File: config.mk
export PLATFORM = sky130hd
export DESIGN_NAME = iemd_decoder
export DESIGN_NICKNAME = d
export VERILOG_FILES = /design/src/design/iemd_pkg.sv /design/src/design/iemd_decoder.sv
export SDC_FILE = /design/constraint.sdc
export NUM_CORES = 1
export LEC_CHECK = 0
export CAP_MARGIN = 15
export CELL_PAD_IN_SITES_DETAIL_PLACEMENT = 0
export CELL_PAD_IN_SITES_GLOBAL_PLACEMENT = 2
export CORE_ASPECT_RATIO = 2
export CORE_UTILIZATION = 35
export CTS_CLUSTER_DIAMETER = 80
export DETAILED_ROUTE_END_ITERATION = 12
export DONT_BUFFER_PORTS = 1
export PLACE_DENSITY_LB_ADDON = 0.08
export RECOVER_POWER = 100
export SKIP_LAST_GASP = 1
export SLEW_MARGIN = 20
export SYNTH_ARGS = -nofsm -noshare
export SYNTH_HDL_FRONTEND = slang
export SYNTH_SLANG_ARGS = --single-unit
File: constraint.sdc
create_clock -name mclk -period 9.7 [get_ports mclk]
set_input_delay 2.425 -clock mclk [delete_from_list [all_inputs] [get_ports mclk]]
set_output_delay 2.425 -clock mclk [all_outputs]
set_load 0.1 [all_outputs]
File: src/design/iemd_pkg.sv
// Operation
// mode 11: A single edge, speed positive
// mode 12: A both edges, speed positive
// 31/32: A only, direction low positive
// 131/132: direction low negative, high positive
// 101/104: as 1/4, sign inverted
// 111/112: as 11/12, speed negative
// 1001/1002/1004: quadrature plus reference pulse
// 1011/1012: as 11/12 plus reference pulse
// 1031/1032: as 31/32 plus reference pulse
// 1101/1102/1104: as 100x, speed negative
// 1111/1112: as 1011/1012, speed negative
// 1131/1132: as 131/132 plus reference pulse
// 1011/1012 leave second input free
// configs 210/211/230 default second input track B
// modes 11/12 release second input
// mode 0 off; 1 and 4 quadrature
// A rise then B rise is clockwise
// check one reference pulse per mark count
// unknown mode acts as mode 0
// two-stage sync on all track inputs
package iemd_pkg;

	localparam int MODE_W = 11;
	localparam int CFG_W  = 9;

	// **********************************************
	// mode codes
	// **********************************************
	localparam logic [MODE_W-1:0] MODE_OFF  = 11'd0;
	localparam logic [MODE_W-1:0] MODE_1    = 11'd1;
	localparam logic [MODE_W-1:0] MODE_4    = 11'd4;
	localparam logic [MODE_W-1:0] MODE_11   = 11'd11;
	localparam logic [MODE_W-1:0] MODE_12   = 11'd12;
	localparam logic [MODE_W-1:0] MODE_31   = 11'd31;
	localparam logic [MODE_W-1:0] MODE_32   = 11'd32;
	localparam logic [MODE_W-1:0] MODE_101  = 11'd101;
	localparam logic [MODE_W-1:0] MODE_104  = 11'd104;
	localparam logic [MODE_W-1:0] MODE_111  = 11'd111;
	localparam logic [MODE_W-1:0] MODE_112  = 11'd112;
	localparam logic [MODE_W-1:0] MODE_131  = 11'd131;
	localparam logic [MODE_W-1:0] MODE_132  = 11'd132;
	localparam logic [MODE_W-1:0] MODE_1001 = 11'd1001;
	localparam logic [MODE_W-1:0] MODE_1002 = 11'd1002;
	localparam logic [MODE_W-1:0] MODE_1004 = 11'd1004;
	localparam logic [MODE_W-1:0] MODE_1011 = 11'd1011;
	localparam logic [MODE_W-1:0] MODE_1012 = 11'd1012;
	localparam logic [MODE_W-1:0] MODE_1031 = 11'd1031;
	localparam logic [MODE_W-1:0] MODE_1032 = 11'd1032;
	localparam logic [MODE_W-1:0] MODE_1101 = 11'd1101;
	localparam logic [MODE_W-1:0] MODE_1102 = 11'd1102;
	localparam logic [MODE_W-1:0] MODE_1104 = 11'd1104;
	localparam logic [MODE_W-1:0] MODE_1111 = 11'd1111;
	localparam logic [MODE_W-1:0] MODE_1112 = 11'd1112;
	localparam logic [MODE_W-1:0] MODE_1131 = 11'd1131;
	localparam logic [MODE_W-1:0] MODE_1132 = 11'd1132;

	// drive configurations that route the second input to track B
	localparam logic [CFG_W-1:0] CFG_210 = 9'd210;
	localparam logic [CFG_W-1:0] CFG_211 = 9'd211;
	localparam logic [CFG_W-1:0] CFG_230 = 9'd230;

	localparam int MARKS_W       = 14;
	localparam int MARKS_DEFAULT = 1024;

	// **********************************************
	// decoded mode
	// **********************************************
	typedef enum logic [2:0] {
		IEMD_SRC_OFF,
		IEMD_SRC_QUAD,
		IEMD_SRC_POS,
		IEMD_SRC_NEG,
		IEMD_SRC_DIR,
		IEMD_SRC_DIR_INV
	} iemd_src_e;

	typedef struct packed {
		iemd_src_e  src;
		logic [2:0] edges;
		logic       invert;
		logic       use_ref;
		logic       use_b;
	} iemd_mode_s;

	typedef struct packed {
		logic track_a;
		logic track_b;
		logic ref_pulse;
	} iemd_tracks_s;

endpackage : iemd_pkg

File: src/design/iemd_decoder.sv
`timescale 1ns/1ps
module iemd_decoder #(
	parameter int MARKS_W = iemd_pkg::MARKS_W,
	parameter int CNT_W   = 32
) (
	// clock and reset
	input  wire logic                       mclk,
	input  wire logic                       resetn,
	// configuration
	input  wire logic [iemd_pkg::MODE_W-1:0] mode,
	input  wire logic [iemd_pkg::CFG_W-1:0]  drive_config,
	input  wire logic [MARKS_W-1:0]          division_marks,
	// sensor pins
	input  wire iemd_pkg::iemd_tracks_s      tracks,
	// results
	output logic                             count_pulse,
	output logic                             count_negative,
	output logic signed [CNT_W-1:0]          position_ff,
	output logic                             direction_cw_ff,
	output logic                             ref_seen_ff,
	output logic                             ref_error_ff,
	output logic                             measure_active,
	output logic                             second_input_is_track_b,
	output logic                             second_input_free
);

	// ****************************************
	// mode decode
	// ****************************************
	iemd_pkg::iemd_mode_s md;

	always_comb begin
		md = '{src: iemd_pkg::IEMD_SRC_OFF, edges: 3'h0, invert: 1'b0,
			use_ref: 1'b0, use_b: 1'b0};
		case (mode)
			iemd_pkg::MODE_1, iemd_pkg::MODE_101, iemd_pkg::MODE_1001,
			iemd_pkg::MODE_1101: begin
				md.src   = iemd_pkg::IEMD_SRC_QUAD;
				md.edges = 3'h1;
			end
			iemd_pkg::MODE_1002, iemd_pkg::MODE_1102: begin
				md.src   = iemd_pkg::IEMD_SRC_QUAD;
				md.edges = 3'h2;
			end
			iemd_pkg::MODE_4, iemd_pkg::MODE_104, iemd_pkg::MODE_1004,
			iemd_pkg::MODE_1104: begin
				md.src   = iemd_pkg::IEMD_SRC_QUAD;
				md.edges = 3'h4;
			end
			iemd_pkg::MODE_11, iemd_pkg::MODE_1011: begin
				md.src   = iemd_pkg::IEMD_SRC_POS;
				md.edges = 3'h1;
			end
			iemd_pkg::MODE_12, iemd_pkg::MODE_1012: begin
				md.src   = iemd_pkg::IEMD_SRC_POS;
				md.edges = 3'h2;
			end
			iemd_pkg::MODE_111, iemd_pkg::MODE_1111: begin
				md.src   = iemd_pkg::IEMD_SRC_NEG;
				md.edges = 3'h1;
			end
			iemd_pkg::MODE_112, iemd_pkg::MODE_1112: begin
				md.src   = iemd_pkg::IEMD_SRC_NEG;
				md.edges = 3'h2;
			end
			iemd_pkg::MODE_31, iemd_pkg::MODE_1031: begin
				md.src   = iemd_pkg::IEMD_SRC_DIR;
				md.edges = 3'h1;
			end
			iemd_pkg::MODE_32, iemd_pkg::MODE_1032: begin
				md.src   = iemd_pkg::IEMD_SRC_DIR;
				md.edges = 3'h2;
			end
			iemd_pkg::MODE_131, iemd_pkg::MODE_1131: begin
				md.src   = iemd_pkg::IEMD_SRC_DIR_INV;
				md.edges = 3'h1;
			end
			iemd_pkg::MODE_132, iemd_pkg::MODE_1132: begin
				md.src   = iemd_pkg::IEMD_SRC_DIR_INV;
				md.edges = 3'h2;
			end
			default: begin
				md.src = iemd_pkg::IEMD_SRC_OFF;
			end
		endcase
		md.invert  = (mode == iemd_pkg::MODE_101) || (mode == iemd_pkg::MODE_104)
			|| (mode >= iemd_pkg::MODE_1101 && mode <= iemd_pkg::MODE_1104);
		md.use_ref = (md.src != iemd_pkg::IEMD_SRC_OFF)
			&& (mode >= iemd_pkg::MODE_1001);
		// single-track unsigned modes never read the second input
		md.use_b   = (md.src == iemd_pkg::IEMD_SRC_QUAD)
			|| (md.src == iemd_pkg::IEMD_SRC_DIR)
			|| (md.src == iemd_pkg::IEMD_SRC_DIR_INV);
	end

	assign measure_active    = (md.src != iemd_pkg::IEMD_SRC_OFF);
	assign second_input_free = !md.use_b;
	assign second_input_is_track_b = md.use_b
		&& ((drive_config == iemd_pkg::CFG_210) || (drive_config == iemd_pkg::CFG_211)
		|| (drive_config == iemd_pkg::CFG_230));

	// ****************************************
	// input synchronisers
	// ****************************************
	iemd_pkg::iemd_tracks_s sync1_ff;
	iemd_pkg::iemd_tracks_s sync2_ff;
	iemd_pkg::iemd_tracks_s prev_ff;

	always_ff @(posedge mclk) begin
		if (!resetn) begin
			sync1_ff <= '0;
			sync2_ff <= '0;
			prev_ff  <= '0;
		end else begin
			sync1_ff <= tracks;
			sync2_ff <= sync1_ff;
			prev_ff  <= sync2_ff;
		end
	end

	logic a_rise, a_fall, b_rise, b_fall, z_rise;
	assign a_rise = sync2_ff.track_a && !prev_ff.track_a;
	assign a_fall = !sync2_ff.track_a && prev_ff.track_a;
	assign b_rise = sync2_ff.track_b && !prev_ff.track_b;
	assign b_fall = !sync2_ff.track_b && prev_ff.track_b;
	assign z_rise = sync2_ff.ref_pulse && !prev_ff.ref_pulse;

	// ****************************************
	// edge selection and sign
	// ****************************************
	logic quad_cw, quad_ccw, quad_edge, raw_neg;

	// gray sequence 00-10-11-01 (a,b) is clockwise: A rises, then B rises
	always_comb begin
		quad_cw  = (a_rise && !sync2_ff.track_b) || (b_rise && sync2_ff.track_a)
			|| (a_fall && sync2_ff.track_b) || (b_fall && !sync2_ff.track_a);
		quad_ccw = (a_rise && sync2_ff.track_b) || (b_fall && sync2_ff.track_a)
			|| (a_fall && !sync2_ff.track_b) || (b_rise && !sync2_ff.track_a);
		case (md.edges)
			3'h1:    quad_edge = a_rise && !sync2_ff.track_b || a_fall && !sync2_ff.track_b;
			3'h2:    quad_edge = a_rise || a_fall;
			3'h4:    quad_edge = quad_cw || quad_ccw;
			default: quad_edge = 1'b0;
		endcase
	end

	// double-edge quadrature counts both A edges per mark, direction from B level
	logic quad_single_neg;
	assign quad_single_neg = (a_rise && sync2_ff.track_b) || (a_fall && !sync2_ff.track_b);

	always_comb begin
		count_pulse = 1'b0;
		raw_neg     = 1'b0;
		case (md.src)
			iemd_pkg::IEMD_SRC_QUAD: begin
				if (md.edges == 3'h1) begin
					count_pulse = a_rise;
					raw_neg     = sync2_ff.track_b;
				end else if (md.edges == 3'h2) begin
					count_pulse = a_rise || a_fall;
					raw_neg     = quad_single_neg;
				end else begin
					count_pulse = quad_edge;
					raw_neg     = quad_ccw;
				end
			end
			iemd_pkg::IEMD_SRC_POS: begin
				count_pulse = (md.edges == 3'h1) ? a_rise : (a_rise || a_fall);
				raw_neg     = 1'b0;
			end
			iemd_pkg::IEMD_SRC_NEG: begin
				count_pulse = (md.edges == 3'h1) ? a_rise : (a_rise || a_fall);
				raw_neg     = 1'b1;
			end
			iemd_pkg::IEMD_SRC_DIR: begin
				count_pulse = (md.edges == 3'h1) ? a_rise : (a_rise || a_fall);
				raw_neg     = sync2_ff.track_b;
			end
			iemd_pkg::IEMD_SRC_DIR_INV: begin
				count_pulse = (md.edges == 3'h1) ? a_rise : (a_rise || a_fall);
				raw_neg     = !sync2_ff.track_b;
			end
			default: begin
				count_pulse = 1'b0;
				raw_neg     = 1'b0;
			end
		endcase
		count_negative = count_pulse && (raw_neg ^ md.invert);
	end

	// ****************************************
	// position and direction
	// ****************************************
	always_ff @(posedge mclk) begin
		if (!resetn) begin
			position_ff     <= '0;
			direction_cw_ff <= 1'b1;
		end else if (count_pulse) begin
			position_ff     <= count_negative ? position_ff - CNT_W'(1)
				: position_ff + CNT_W'(1);
			direction_cw_ff <= !count_negative;
		end
	end

	// ****************************************
	// reference plausibility
	// ****************************************
	// counts A rising edges between reference pulses, so the check is
	// independent of the evaluation multiple; direction is not considered
	logic [MARKS_W-1:0] marks_ff;

	always_ff @(posedge mclk) begin
		if (!resetn || !md.use_ref) begin
			marks_ff     <= '0;
			ref_seen_ff  <= 1'b0;
			ref_error_ff <= 1'b0;
		end else if (z_rise) begin
			marks_ff    <= '0;
			ref_seen_ff <= 1'b1;
			if (ref_seen_ff && (marks_ff != division_marks))
				ref_error_ff <= 1'b1;
		end else if (a_rise) begin
			if (ref_seen_ff && (marks_ff >= division_marks))
				ref_error_ff <= 1'b1;
			else
				marks_ff <= marks_ff + MARKS_W'(1);
		end
	end

endmodule : iemd_decoder

After elaboration in Yosys (flattened, before gate mapping)
Index checks and enable logic that the tools add are counted.
Cells by class
  add/subtract/negate cells: 3
  magnitude comparators: 4
  eq/ne operators: 39
  muxes and demuxes: 15
  bitwise operators: 2
  reduce and logical (&&, ||, !) cells: 59
Operators by type and width (count)
  $eq A11 B11 Y1 const B: 9
  $eq A11 B10 Y1 const B: 5
  $eq A11 B7 Y1 const B: 4
  $add A32 B2 Y32 const B: 1
  $mux W32: 1
  $sub A32 B2 Y32 const B: 1
  $eq A9 B8 Y1 const B: 3
  $reduce_or A4 Y1: 6
  $eq A11 B4 Y1 const B: 2
  $eq A11 B8 Y1 const B: 2
  $reduce_or A10 Y1: 2
  $logic_and A1 B1 Y1: 19
  $logic_or A1 B1 Y1: 16
  $pmux W3 S5: 1
  $add A14 B1 Y14 const B: 1
  $ge A14 B14 Y1: 1
  $ne A14 B14 Y1: 1
  $reduce_or A12 Y1: 1
  $eq A11 B1 Y1 const B: 1
  $eq A11 B3 Y1 const B: 1
  $eq A11 B5 Y1 const B: 1
  $eq A11 B6 Y1 const B: 1
  $ge A11 B10 Y1 const B: 1
  $ge A11 B11 Y1 const B: 1
  17 further kinds: 40
Storage, ports and cells
  register bits: 58
  input bits: 39
  output and inout bits: 40
  logic and storage cells: 136

Logic depth before layout (Yosys ltp)
  word-level depth: 13
  mapped depth: 22
  depth with buffers taken out: 21

Least setup slack after synthesis
OpenSTA, ideal clock, no wires.
  kind: input-to-output
  start: input port mode[7] (netlist bit)
  end: output port second_input_is_track_b
  data arrival time: 7313 ps
  data required time: 7275 ps
  setup slack: -38 ps
  cell stages on the path: 8
  cells stage by stage: buf_2 or3b_2 or2_2 mux2i_1 and3_1 a21o_1 nor3_1 nor4_1
On the way
  longest elaborated chain between the ends: 7
RTL lines
  from (decl): line iemd_decoder.sv:10  | input wire logic [iemd_pkg::MODE_W-1:0] mode,
  $eq A11 B7 Y1, or another cell as far along: line iemd_decoder.sv:35  | case (mode)
  $reduce_or A10 Y1 (no line) / $reduce_or A4 Y1 (equally long branches)
  $pmux W3 S5 (*): line iemd_decoder.sv:35
  $eq A3 B1 Y1 / $eq A3 B3 Y1 (equally long branches): line iemd_decoder.sv:91, iemd_decoder.sv:92
  $logic_or A1 B1 Y1: line iemd_decoder.sv:92  | || (md.src == iemd_pkg::IEMD_SRC_DIR)
  $logic_or A1 B1 Y1 (*): line iemd_decoder.sv:93  | || (md.src == iemd_pkg::IEMD_SRC_DIR_INV);
  $logic_and A1 B1 Y1 (*): line iemd_decoder.sv:99  | && ((drive_config == iemd_pkg::CFG_210) || (drive_config == iemd_pkg::CFG_211)
  to (decl): line iemd_decoder.sv:23  | output logic second_input_is_track_b,
Every way passes the cells marked *; elsewhere a longest branch is shown, timed or not.

Worst setup path in the final report
  start: input port mode[9] (netlist bit)
  end: output port count_negative
On the way
  longest elaborated chain between the ends: 9
RTL lines
  $eq A11 B7 Y1, or another cell as far along: line iemd_decoder.sv:35, iemd_decoder.sv:86
  $reduce_or A12 Y1 (no line), or another cell as far along
  $pmux W3 S3: line iemd_decoder.sv:35
  $eq A3 B2 Y1 / $eq A3 B3 Y1 (equally long branches): line iemd_decoder.sv:139, iemd_decoder.sv:159
  $mux W1, on equally long branches
  $mux W1, on equally long branches: line iemd_decoder.sv:156, iemd_decoder.sv:159
  $pmux W1 S4 / $mux W1 (equally long branches): line iemd_decoder.sv:154, iemd_decoder.sv:156
  $xor A1 B1 Y1 / $pmux W1 S2 (equally long branches): line iemd_decoder.sv:188, iemd_decoder.sv:154
  $logic_and A1 B1 Y1 (*): line iemd_decoder.sv:188  | count_negative = count_pulse && (raw_neg ^ md.invert);
  to (decl): line iemd_decoder.sv:17  | output logic count_negative,
Marked as above.

==> metrics.txt <==
status completed; via count ~4.3k; height of the die between 150 and 200 um; critical path class input port to output port; RSZ-0062 raised after global routing no; min-delay worst type register to register; worst-case clock skew 10.4 ps; largest cells by area after synthesis sky130_fd_sc_hd__dfxtp_1 (24%), sky130_fd_sc_hd__ha_1 (12%), sky130_fd_sc_hd__mux2i_1 (5.0%), sky130_fd_sc_hd__xnor2_1 (4.3%), sky130_fd_sc_hd__nor2_1 (4.3%); fin. max-slew vios 0; Net Count, Synth approximately 700; transition at the pin with the smallest max-transition slack approximately 1500 ps; share of synthesized registers carrying an async set or reset 0%; final critical-path share of the clock period approximately nine tenths; worst slew margin relative to its limit less than 1%; Mapped Cells 600; Routed Wire Length approximately 14 mm; pin count of the biggest net entering global routing 49; final antenna diode count 0; share of cells above drive strength 1 around 5.2%; final hold violation count 0; # Post-CTS Setup Buffers 0; leakage component of the power roughly 2.2 nW; Max FO, Critical Path 31; number of placement rows 60; ys flop type sky130_fd_sc_hd__dfxtp_1; clock transition at the registers of the reported paths ~50 ps; critical path endpoint category output port; fill cell total of the finished layout 1411; setup-violating endpoint count in the final report 0; number of global-route vias before repair between 4k and 5k; number of storage elements in the synthesis netlist between 50 and 60; later-pin clock latency in the skew report 330 ps; weighted congestion reported at the end of routability-driven placement 0.887; Syn Std Cell Area 4840 um2; Ys Warns 0; post-synthesis sequential area ratio a little under a quarter; max-cap violation count 0; TritonCTS Buffers 9; synthesized area per cell roughly 8.1 um2; Core Area between 10000 and 15000 um2; count of routing violations after the opening detailed-route iteration 148; routed length per placed instance about 19 um; die area 14300 um2; count of flip-flops with a built-in enable after synthesis 0; Clock Sinks a little under 60; final net count ~680; total routing usage reported by global routing about a fifth; required time of the critical path approximately 7300 ps; WP data arrival 6190 ps; maximum number of buffers from clock root to sink 2; Area growth, synth to finish 8.97%; Die Wd 85.1 um; total of buffers placed on input and output ports 0; pwr dens ~120 nW/um2; worst-case vdd ir drop between 0.00008 and 0.00009 V; Hold Buf Count CTS 0; final antenna-violating net count 0; Initial Utilization ~36%; timing-limited maximum frequency approximately 120 MHz; overall overflow remaining after global route 0; maximum level of the CTS H-tree 3; design area approximately 5300 um2; mean number of vias per cell between 5 and 6; Initial DRT Pass Iterations 5; Top-Level Pins 79; number of antenna violations at the first check in global routing 0; portion of synthesized cell area occupied by the leading cell type 24.0%; DRC violation count after routing 0; placement-stage cell area approximately 5000 um2; Total Neg Setup Slack 0 ps; TritonCTS clock tree yes; share of the core filled with cells approximately two fifths; clock period minus worst slack 8610 ps; Worst setup SP type input port; DP Wirelength 10.9 mm; Gates resized, CTS repair 0; root buffer selected by CTS sky130_fd_sc_hd__clkbuf_16; global-route wire length before repair ~22 mm; Unique masters post-synth 70; largest area contributor in the netlist sky130_fd_sc_hd__dfxtp_1
[through the flow]
| stage | hold slack (ps) | instances | setup slack (ps) | power [mW] |
|---|---|---|---|---|
| 3_3_place_gp | 426 | 736 | 1430 | 0.274 |
| 6_report | 432 | 751 | 1090 | 0.647 |
| 5_1_grt | 447 | 751 | 877 | 0.672 |
| 2_1_floorplan | 412 | 600 | 177 | 0.274 |
| 3_5_place_dp | 420 | 736 | 1400 | 0.274 |
| 4_1_cts | 436 | 751 | 1570 | 0.659 |
[cell families after synthesis]
group,Yosys count,synth area share (%)
AOI/OAI and AO/OA,143,19.6
xor gates and xnor gates,43,7.78
adders and majority gates,48,12.6
buffers and inverters,57,5.53
DFF,58,24.0
muxes,25,5.20
and+or+nand+nor,226,25.3
[critical path: stages]
cell                       delay (ps)
sky130_fd_sc_hd__or3b_1           520
sky130_fd_sc_hd__or2_2            370
sky130_fd_sc_hd__mux2i_1          300
sky130_fd_sc_hd__and3_1           240
sky130_fd_sc_hd__nand3b_1          90
sky130_fd_sc_hd__a31oi_1          180
sky130_fd_sc_hd__a221oi_1         170
sky130_fd_sc_hd__or2_2            420
sky130_fd_sc_hd__inv_2            530
sky130_fd_sc_hd__clkbuf_1         920
[path summary, 6_finish.rpt]
kind                          startpoint                            to  slack [ps]  cells past startpoint
setup reg to reg  sync2_ff[2]$_SDFF_PN0_  position_ff[31]$_SDFFE_PN0P_        4190                     21
hold / removal    sync1_ff[1]$_SDFF_PN0_        sync2_ff[1]$_SDFF_PN0_         430                      1
hold reg to reg   sync1_ff[1]$_SDFF_PN0_        sync2_ff[1]$_SDFF_PN0_         430                      1
setup / recovery                 mode[9]                count_negative        1090                     10
[report_power, final]
| part | leakage (nW) | switching, mW | internal (mW) | total [mW] |
|---|---|---|---|---|
| logic | 1.54 | 0.0149 | 0.0115 | 0.0265 |
| registers | 0.469 | 0.00151 | 0.240 | 0.241 |
| clock network | 0.172 | 0.115 | 0.264 | 0.379 |
| total | 2.18 | 0.132 | 0.515 | 0.647 |
[final cells by class]
type,instances,area [um2],area share [%]
Clock buffer,11,253,4.79
Clock inverter,4,98.8,1.87
Inverter,34,130,2.47
Multi-Input combinational cell,485,3400,64.5
Sequential cell,58,1160,22.0
Tap cell,155,194,3.68
Timing Repair Buffer,4,36.3,0.688
[cells in the mapped netlist, types with 9 or more instances]
master	instances
sky130_fd_sc_hd__o21ai_0	30
sky130_fd_sc_hd__a21o_1	16
sky130_fd_sc_hd__nor4_1	11
sky130_fd_sc_hd__ha_1	47
sky130_fd_sc_hd__and3_1	10
sky130_fd_sc_hd__dfxtp_1	58
sky130_fd_sc_hd__nand2b_1	9
sky130_fd_sc_hd__inv_1	33
sky130_fd_sc_hd__nand3_1	13
sky130_fd_sc_hd__nor3_1	20
sky130_fd_sc_hd__nor2_1	55
sky130_fd_sc_hd__nor2b_1	27
sky130_fd_sc_hd__a21oi_1	39
sky130_fd_sc_hd__xnor2_1	24
sky130_fd_sc_hd__mux2i_1	24
sky130_fd_sc_hd__clkbuf_1	11
sky130_fd_sc_hd__nand2_1	27
sky130_fd_sc_hd__xor2_1	19
sky130_fd_sc_hd__and2_1	12
sky130_fd_sc_hd__nand4_1	9
[sequential cells by signal (all words and copies together) (netlist names)]
register	cells
position_ff	32
marks_ff	14
prev_ff	3
sync1_ff	3
sync2_ff	3
direction_cw_ff	1
ref_error_ff	1
ref_seen_ff	1
[per-layer routing]
| layer | vias up | GRT usage [%] | share of wire, % |
|---|---|---|---|
| met5 | - | 0 | 0 |
| met4 | 0 | 8.47 | 3.1 |
| met3 | 28 | 3.63 | 3.2 |
| met2 | 87 | 40.8 | 58 |
| met1 | 2035 | 18.4 | 36 |
| li1 | 2152 | - | - |
[cell usage in the layout, fill, tap and decap left out, types with 4 or more instances in the layout]
cell type	n
sky130_fd_sc_hd__dfxtp_1	58
sky130_fd_sc_hd__nor2_1	55
sky130_fd_sc_hd__ha_1	47
sky130_fd_sc_hd__a21oi_1	39
sky130_fd_sc_hd__inv_1	32
sky130_fd_sc_hd__o21ai_0	31
sky130_fd_sc_hd__nand2_1	27
sky130_fd_sc_hd__nor2b_1	27
sky130_fd_sc_hd__xnor2_1	24
sky130_fd_sc_hd__mux2i_1	24
sky130_fd_sc_hd__nor3_1	19
sky130_fd_sc_hd__xor2_1	19
sky130_fd_sc_hd__a21o_1	16
sky130_fd_sc_hd__nand3_1	13
sky130_fd_sc_hd__nor4_1	11
sky130_fd_sc_hd__and3_1	10
sky130_fd_sc_hd__and2_1	10
sky130_fd_sc_hd__clkbuf_16	10
sky130_fd_sc_hd__nand2b_1	9
sky130_fd_sc_hd__nand4_1	9
sky130_fd_sc_hd__a31oi_1	7
sky130_fd_sc_hd__o21a_1	7
sky130_fd_sc_hd__or3_1	6
sky130_fd_sc_hd__o211a_1	5
sky130_fd_sc_hd__or4_1	4
sky130_fd_sc_hd__or2_2	4
sky130_fd_sc_hd__a221oi_1	4
sky130_fd_sc_hd__o21bai_1	4
(Power assumes the default switching activity.)
